===== src/common/ccm_defs.svh =====
// Register map, field positions and reset values of the camera control core
`ifndef CCM_DEFS_SVH
`define CCM_DEFS_SVH
`define CCM_ADDR_STATUS   8'h18
`define CCM_ADDR_MASK     8'h1c
`define CCM_ADDR_CTRL     8'h40
`define CCM_ADDR_LEVEL    8'h44
`define CCM_CTRL_RESET    32'h0000_1001
`define CCM_CTRL_WMASK    32'h001f_3f1f
`define CCM_LEVEL_RESET   32'h0000_0007
`define CCM_LEVEL_WMASK   32'h0000_007f
`define CCM_EVT_WMASK     32'h0000_031f
`define CCM_BIT_SINGLE    20
`define CCM_BIT_RESYNC    19
`define CCM_BIT_SMRESET   18
`define CCM_BIT_FRAMEEND  17
`define CCM_BIT_ENABLE    16
`define CCM_EVT_FALSE     9
`define CCM_EVT_SHIFT     8
`define CCM_EVT_NOTEMPTY  4
`define CCM_EVT_FULL      3
`define CCM_EVT_LEVEL     2
`define CCM_EVT_OVERRUN   1
`define CCM_EVT_UNDERRUN  0
`define CCM_MODE_SEP8     4'h0
`define CCM_MODE_SEP10    4'h1
`define CCM_MODE_SEP12    4'h2
`define CCM_MODE_EMB8     4'h4
`define CCM_MODE_EMB10    4'h5
`define CCM_MODE_TEST     4'h7
`define CCM_MASK8         12'h0ff
`define CCM_MASK10        12'h3ff
`define CCM_MASK12        12'hfff
`endif


===== src/common/ccm_pkg.sv =====
// Types shared by the camera control core
package ccm_pkg;
  typedef enum logic [1:0] {
    CCM_IDLE    = 2'b00,
    CCM_WAIT    = 2'b01,
    CCM_CAPTURE = 2'b10
  } ccm_state_e;
endpackage


===== src/hdl/ccm_core.sv =====
// Camera core control, interrupt mask and sensor capture front end
//
// The Avalon-MM interface to the registers was left to the implementer.
`timescale 1ns/1ns
`default_nettype none
`include "ccm_defs.svh"

// Operation
// - A cleared mask bit blocks its event; a set bit lets it interrupt.
// - Mask bit 9 gates false sync code, bit 8 shifted sync code error.
// - Mask bit 4 gates the buffer-not-empty interrupt.
// - Mask bit 3 gates the buffer-full interrupt.
// - Mask bit 2 gates the buffer-level-exceeded interrupt.
// - Mask bit 1 gates the write-while-full interrupt.
// - Mask bit 0 gates the read-while-empty interrupt.
// - Bit 20 with enable captures one frame alone; reads zero.
// - Bit 19 adds input resync; set before enabling, high rates only.
// - Writing one to bit 18 resets all state machines; reads zero.
// - Bit 17 set: clearing enable stops capture at frame end.
// - Bit 17 clear: clearing enable stops capture immediately.
// - Bit 16 enables capture; clearing it disables per bit 17.
// - Protocol select picks 8/10/12 separate sync, 8/10 embedded, test.
// - Status bit reads one while pending; write one clears it.
module ccm_core (
  // Clock and reset
  input  wire logic        core_clk_in,
  input  wire logic        arst_n_in,
  // Avalon-MM register slave
  input  wire logic [7:0]  avs_address_in,
  input  wire logic        avs_read_in,
  input  wire logic        avs_write_in,
  input  wire logic [31:0] avs_writedata_in,
  input  wire logic [3:0]  avs_byteenable_in,
  output logic      [31:0] avs_readdata_out,
  output logic             avs_waitrequest_out,
  // Sensor pins
  input  wire logic        cam_pclk_in,
  input  wire logic        cam_vsync_in,
  input  wire logic        cam_hsync_in,
  input  wire logic [11:0] cam_data_in,
  // Sync code decoder and buffer status
  input  wire logic        false_sync_code_in,
  input  wire logic        shifted_sync_code_in,
  input  wire logic [7:0]  buffer_level_in,
  input  wire logic        buffer_full_in,
  input  wire logic        buffer_empty_in,
  input  wire logic        buffer_write_in,
  input  wire logic        buffer_read_in,
  // Capture output
  output logic             pixel_valid_out,
  output logic      [11:0] pixel_data_out,
  output logic             line_valid_out,
  output logic             capture_active_out,
  output logic             fsm_reset_out,
  output logic             irq_out
);

  // Register file
  logic [31:0] ctrl, next_ctrl;
  logic [31:0] mask, next_mask;
  logic [31:0] status, next_status;
  logic [31:0] level, next_level;
  logic [31:0] rdata, next_rdata;
  logic        ack, next_ack;
  logic        single, next_single;
  logic        smreset, next_smreset;
  logic [31:0] wmask;
  logic [31:0] events;
  logic        acc;
  logic        wr_ctrl;

  // Capture state
  ccm_pkg::ccm_state_e state, next_state;
  logic [14:0] sync1, sync2;
  logic [14:0] rsync, next_rsync;
  logic        pclk_d, next_pclk_d;
  logic        vs_d, next_vs_d;
  logic        pvalid, next_pvalid;
  logic [11:0] pdata, next_pdata;
  logic        lvalid, next_lvalid;
  logic [14:0] pins;
  logic        pclk_rise;
  logic        frame_start;
  logic        frame_end;
  logic        enable;
  logic [11:0] width_mask;

  assign acc     = avs_read_in | avs_write_in;
  assign wr_ctrl = avs_write_in & ack & (avs_address_in == `CCM_ADDR_CTRL);
  assign avs_waitrequest_out = acc & ~ack;
  assign avs_readdata_out    = rdata;
  assign enable              = ctrl[`CCM_BIT_ENABLE];
  assign fsm_reset_out       = smreset;
  assign capture_active_out  = (state == ccm_pkg::CCM_CAPTURE);
  assign pixel_valid_out     = pvalid;
  assign pixel_data_out      = pdata;
  assign line_valid_out      = lvalid;

  // Byte lanes to bit mask
  always_comb begin
    wmask = {{8{avs_byteenable_in[3]}}, {8{avs_byteenable_in[2]}},
             {8{avs_byteenable_in[1]}}, {8{avs_byteenable_in[0]}}};
  end

  // Event sources
  always_comb begin
    events = 32'h0;
    events[`CCM_EVT_FALSE]    = false_sync_code_in;
    events[`CCM_EVT_SHIFT]    = shifted_sync_code_in;
    events[`CCM_EVT_NOTEMPTY] = ~buffer_empty_in;
    events[`CCM_EVT_FULL]     = buffer_full_in;
    events[`CCM_EVT_LEVEL]    = ({1'b0, buffer_level_in} >
                                 {2'b00, level[6:0]});
    events[`CCM_EVT_OVERRUN]  = buffer_write_in & buffer_full_in;
    events[`CCM_EVT_UNDERRUN] = buffer_read_in & buffer_empty_in;
  end

  // Register access, one wait state per transfer
  always_comb begin
    next_ctrl    = ctrl;
    next_mask    = mask;
    next_level   = level;
    next_status  = status;
    next_rdata   = rdata;
    next_ack     = acc & ~ack;
    next_single  = single;
    next_smreset = 1'b0;
    if (avs_write_in && ack) begin
      case (avs_address_in)
        `CCM_ADDR_CTRL: begin
          next_ctrl = (ctrl & ~(wmask & `CCM_CTRL_WMASK)) |
                      (avs_writedata_in & wmask & `CCM_CTRL_WMASK);
          next_smreset = avs_writedata_in[`CCM_BIT_SMRESET] &
                         avs_byteenable_in[2];
        end
        `CCM_ADDR_MASK: begin
          next_mask = (mask & ~(wmask & `CCM_EVT_WMASK)) |
                      (avs_writedata_in & wmask & `CCM_EVT_WMASK);
        end
        `CCM_ADDR_LEVEL: begin
          next_level = (level & ~(wmask & `CCM_LEVEL_WMASK)) |
                       (avs_writedata_in & wmask & `CCM_LEVEL_WMASK);
        end
        `CCM_ADDR_STATUS: begin
          next_status = status & ~(avs_writedata_in & wmask);
        end
        default: begin
          next_ctrl = ctrl;
        end
      endcase
    end
    // Set wins over clear
    next_status = (next_status | events) & `CCM_EVT_WMASK;
    // Pulse bits never hold; they read back as zero
    next_ctrl[`CCM_BIT_SMRESET] = 1'b0;
    next_ctrl[`CCM_BIT_SINGLE]  = 1'b0;
    if (wr_ctrl && avs_byteenable_in[2]) begin
      next_single = avs_writedata_in[`CCM_BIT_SINGLE] &
                    avs_writedata_in[`CCM_BIT_ENABLE];
    end
    // Single frame done: drop enable
    if (single && state == ccm_pkg::CCM_CAPTURE && frame_end) begin
      next_ctrl[`CCM_BIT_ENABLE] = 1'b0;
      next_single = 1'b0;
    end
    if (smreset) begin
      next_single = 1'b0;
    end
    if (acc && !ack) begin
      case (avs_address_in)
        `CCM_ADDR_CTRL:   next_rdata = ctrl;
        `CCM_ADDR_MASK:   next_rdata = mask;
        `CCM_ADDR_LEVEL:  next_rdata = level;
        `CCM_ADDR_STATUS: next_rdata = status;
        default:          next_rdata = 32'h0;
      endcase
    end
  end

  always_ff @(posedge core_clk_in or negedge arst_n_in) begin
    if (!arst_n_in) begin
      ctrl    <= `CCM_CTRL_RESET;
      mask    <= 32'h0;
      status  <= 32'h0;
      level   <= `CCM_LEVEL_RESET;
      rdata   <= 32'h0;
      ack     <= 1'b0;
      single  <= 1'b0;
      smreset <= 1'b0;
    end else begin
      ctrl    <= next_ctrl;
      mask    <= next_mask;
      status  <= next_status;
      level   <= next_level;
      rdata   <= next_rdata;
      ack     <= next_ack;
      single  <= next_single;
      smreset <= next_smreset;
    end
  end

  // Interrupt output from unmasked pending events
  always_comb begin
    irq_out = |(status & mask);
  end

  // Two-flop synchroniser for all sensor pins
  always_ff @(posedge core_clk_in or negedge arst_n_in) begin
    if (!arst_n_in) begin
      sync1 <= 15'h0;
      sync2 <= 15'h0;
    end else begin
      sync1 <= {cam_pclk_in, cam_vsync_in, cam_hsync_in, cam_data_in};
      sync2 <= sync1;
    end
  end

  // Optional extra alignment stage for all sensor pins
  always_comb begin
    next_rsync = sync2;
    pins = ctrl[`CCM_BIT_RESYNC] ? rsync : sync2;
  end

  // Data width per protocol select
  always_comb begin
    case (ctrl[3:0])
      `CCM_MODE_SEP8:  width_mask = `CCM_MASK8;
      `CCM_MODE_SEP10: width_mask = `CCM_MASK10;
      `CCM_MODE_SEP12: width_mask = `CCM_MASK12;
      `CCM_MODE_EMB8:  width_mask = `CCM_MASK8;
      `CCM_MODE_EMB10: width_mask = `CCM_MASK10;
      default:         width_mask = 12'h0;
    endcase
  end

  assign pclk_rise   = pins[14] & ~pclk_d;
  assign frame_start = pclk_rise & pins[13] & ~vs_d;
  assign frame_end   = pclk_rise & ~pins[13] & vs_d;

  // Capture state machine
  always_comb begin
    next_state  = state;
    next_pclk_d = pins[14];
    next_vs_d   = pclk_rise ? pins[13] : vs_d;
    next_pvalid = 1'b0;
    next_pdata  = pdata;
    next_lvalid = lvalid;
    case (state)
      ccm_pkg::CCM_IDLE: begin
        if (enable && ctrl[3:0] != `CCM_MODE_TEST) begin
          next_state = ccm_pkg::CCM_WAIT;
        end
      end
      ccm_pkg::CCM_WAIT: begin
        if (!enable) begin
          next_state = ccm_pkg::CCM_IDLE;
        end else if (frame_start) begin
          next_state = ccm_pkg::CCM_CAPTURE;
        end
      end
      ccm_pkg::CCM_CAPTURE: begin
        if (!enable && !ctrl[`CCM_BIT_FRAMEEND]) begin
          next_state = ccm_pkg::CCM_IDLE;
        end else if (frame_end) begin
          if (!enable || single) begin
            next_state = ccm_pkg::CCM_IDLE;
          end else begin
            next_state = ccm_pkg::CCM_WAIT;
          end
        end else if (pclk_rise && pins[12] && pins[13]) begin
          next_pvalid = 1'b1;
          next_pdata  = pins[11:0] & width_mask;
        end
        if (pclk_rise) begin
          next_lvalid = pins[12];
        end
      end
      default: begin
        next_state = ccm_pkg::CCM_IDLE;
      end
    endcase
    if (next_state != ccm_pkg::CCM_CAPTURE) begin
      next_lvalid = 1'b0;
    end
    if (smreset) begin
      next_state  = ccm_pkg::CCM_IDLE;
      next_vs_d   = 1'b0;
      next_pvalid = 1'b0;
      next_lvalid = 1'b0;
    end
  end

  always_ff @(posedge core_clk_in or negedge arst_n_in) begin
    if (!arst_n_in) begin
      state  <= ccm_pkg::CCM_IDLE;
      rsync  <= 15'h0;
      pclk_d <= 1'b0;
      vs_d   <= 1'b0;
      pvalid <= 1'b0;
      pdata  <= 12'h0;
      lvalid <= 1'b0;
    end else begin
      state  <= next_state;
      rsync  <= next_rsync;
      pclk_d <= next_pclk_d;
      vs_d   <= next_vs_d;
      pvalid <= next_pvalid;
      pdata  <= next_pdata;
      lvalid <= next_lvalid;
    end
  end

endmodule // ccm_core
`default_nettype wire


===== config.mk =====
export PLATFORM = sky130hd
export DESIGN_NAME = ccm_core
export DESIGN_NICKNAME = d
export VERILOG_FILES = /design/src/common/ccm_pkg.sv /design/src/hdl/ccm_core.sv
export VERILOG_INCLUDE_DIRS = /design/src /design/src/common
export SDC_FILE = /design/constraint.sdc
export NUM_CORES = 1
export LEC_CHECK = 0
export ABC_AREA = 1
export BUFFER_PORTS_ARGS = -buffer_cell sky130_fd_sc_hd__buf_4
export CAP_MARGIN = 40
export CORE_MARGIN = 2
export CORE_UTILIZATION = 35
export DETAILED_ROUTE_END_ITERATION = 6
export SYNTH_ARGS = -nofsm -noshare
export SYNTH_HDL_FRONTEND = slang
export SYNTH_SLANG_ARGS = --single-unit

===== constraint.sdc =====
create_clock -name core_clk_in -period 1.76 [get_ports core_clk_in]
set_input_delay 0.088 -clock core_clk_in [delete_from_list [all_inputs] [get_ports core_clk_in]]
set_output_delay 0.088 -clock core_clk_in [all_outputs]
set_load 0.02 [all_outputs]

==> run_results.csv <==
group,metric,value,unit
sta,fmax,607.5,MHz
yosys,yosysSeqAreaShare,0.5700,
pwr,total_power,6.483,mW
final_layout,n_antenna_cell,0,
clock_tree,cts_tree,"built",
die,io_pins,127,
grt,use_met1,0.2005,
worst_hold_path,whs_path_depth,3,
pwr,ir_worst_vdd,615.2,µV
clock_tree,htreeDepth,4,
setup_path,cp.arrival,1.56,ns
grt,grt_pass1_wl,19140,µm
final_layout,multi_input_area,1851,µm²
setup_path,end_kind,"output port",
pwr,total_leakage_power,3.480,nW
grt,grtUsageMet3,0.03766,
detailed_routing,dr_total_vias,4015,
setup_path,rr_endpoint,"status[2]",
detailed_routing,wire_per_inst,12.82,µm
final_layout,layout_common_cells,"nand2_1, dfrtp_1, buf_4, inv_1, dlygate4sd3_1",
grt,grt_remaining_overflow,0,
setup_path,critPathMaxFanout,3,
yosys,synth_area,5147,µm²
yosys,synth_top_area_frac,0.5445,
setup_path,crit_required,1.67,ns
pwr,p_per_area,922.6,nW/µm²
yosys,synth-edff-count,0,
grt,grt_max_degree,49,
setup_path,worst-setup-path-type,"reg2out",
final_layout,post-route-cell-area,7027,µm²
placement,dp_hpwl,8385,µm
worst_hold_path,min_from,"avs_byteenable_in[1]",
detailed_routing,drc,0,
yosys,synth_area_leaders,"dfrtp_1, nand2_1, inv_1",
setup_path,worst_setup_path_start_kind,"flip-flop",
sta,tns,0,ns
grt,first_global_vias,4075,
die,dieWidth,125.3,µm
clock_tree,cts-resized-gates,0,
detailed_routing,drt_first_iter_violations,275,
detailed_routing,drt_pass1_iterations,4,
final_layout,drive_gt1_frac,0.2829,
yosys,avgSynthCellArea,9.621,µm²
sta,setup_violations,0,
die,die_h,125.3,µm
clock_tree,cts_hold_buf,40,
yosys,async_flop_share,1.000,
sta,slew_viol_final,0,
grt,grt_util_met2,0.2417,
sta,fin_skew,0.004923,ns
job,drv_cap,0,
clock_tree,cts_setup_buffers,0,
detailed_routing,routed_via_density,4.542,
die,die_area,15690,µm²
placement,io_buffer_count,95,
final_layout,finalNetCount,771,
clock_tree,path_clk_slew,0.05,ns
die,core,14420,µm²
clock_tree,cts_buffer_depth,2,
final_layout,area_growth,36.51,%
clock_tree,clkLatencyLatePin,0.39,ns
placement,globalplace.congestion,0.8175,
setup_path,worst_r2r_path_depth,8,
clock_tree,cts_root_buffer,"clkbuf_16",
yosys,ys.flop_type,"dfrtp_1",
grt,busiest_layer,"met2",
final_layout,final_common_cell,"nand2_1",
sta,fin_crit_sh,0.9353,
detailed_routing,finalWirelength,11330,µm
grt,grtUsageTotal,0.1509,
worst_hold_path,hold_class,"in2reg",
yosys,synth_largest_area_cell,"dfrtp_1",
yosys,ys_seq_elements,117,
sta,finalHoldViolations,0,
yosys,syn_inst,535,
die,row_count,44,
clock_tree,numCtsBuffers,17,
yosys,ys_types,37,
sta,min_period,1.646,ns
placement,place_area,6067,µm²
grt,antenna_found_initial,0,
clock_tree,clock-sinks,117,
final_layout,fillers,1334,
final_layout,regArea,2934,µm²
detailed_routing,ant_nets,0,
yosys,yosys_warnings,0,
die,start_util,0.3569,
setup_path,r2r_slack,0.29,ns
outcome,status,"complete, no violations",
sta,rsz0062_at_grt,"false",
-- kinds of logic after synthesis --
logic type	after synthesis	synth area share
AND/OR/NAND/NOR	244	0.2241
buffers and inverters	84	0.08143
adder cells (fa/ha/maj)	7	0.01701
AO/OA/AOI/OAI	82	0.1067
flip-flops	117	0.5700
other	1	0.0007285
-- how the worst max path moves through the flow --
stage / endpoint / slack, ns / start
detailed placement: status[2] / 0.29 / flip-flop
global route: irq_out / 0.002 / flip-flop
global placement: flip-flop / 0.35 / avs_address_in[0]
floorplan: status[2] / 0.43 / flip-flop
finish: irq_out / 0.11 / flip-flop
CTS: irq_out / 0.1 / flip-flop
-- through the flow --
stage / cells / hold WS, ns / setup WS [ns] / utilization
floorplan: 550 / -0.2076 / 0.4304 / -
global placement: 812 / 0.05290 / 0.3464 / 0.4206
detailed placement: 812 / 0.06275 / 0.2879 / 0.4206
CTS: 884 / 0.004861 / 0.09724 / 0.4872
global route: 884 / 0.02271 / 0.001945 / 0.4872
finish: 884 / 0.02633 / 0.1139 / 0.4872
-- worst max-delay path, stage by stage (launching register included) --
cell and delay, ns:
dfrtp_1 0.40, nand2_1 0.08, nand2_1 0.05, a221oi_1 0.24, nand4_1 0.19, buf_4 0.20
-- cell type report --
| type | count | share of cell area |
|---|---|---|
| flip-flops and latches | 117 | 0.4176 |
| multi-input cells | 349 | 0.2634 |
| repair buffers | 147 | 0.1766 |
| clock buffers | 19 | 0.06161 |
| well taps | 184 | 0.03276 |
| inverters | 55 | 0.03009 |
| clock inverters | 13 | 0.01798 |
-- cells in the mapped netlist (3+ instances only) --
cell     instances
a21oi_2          3
nand2_1        144
dfstp_2          5
nand2_4          3
o21ai_0         18
nor2_4           5
nand2_2         12
nand3_1         35
a21oi_1          9
inv_2            5
nand4_1          7
dfrtp_1        112
nor2_1          23
ha_1             7
o31ai_1          9
a21o_1           3
o21ai_1         14
o21ai_2         15
nor2_2           4
buf_6            4
buf_4           16
buf_2            7
inv_1           47
nand3_2          3
a22o_1          10
-- where the power goes --
group / switching, mW / leakage (nW) / internal [mW]
registers: 0.0317 / 1.44 / 2.77
logic: 0.273 / 1.78 / 0.229
clock network: 1.22 / 0.261 / 1.96
-- metal layers --
layer	share of wire	wire, µm
met4	0.0044	50
met5	0	0
met1	0.46	5247
met3	0.045	509
met2	0.49	5524
(Power assumes the default switching activity.)
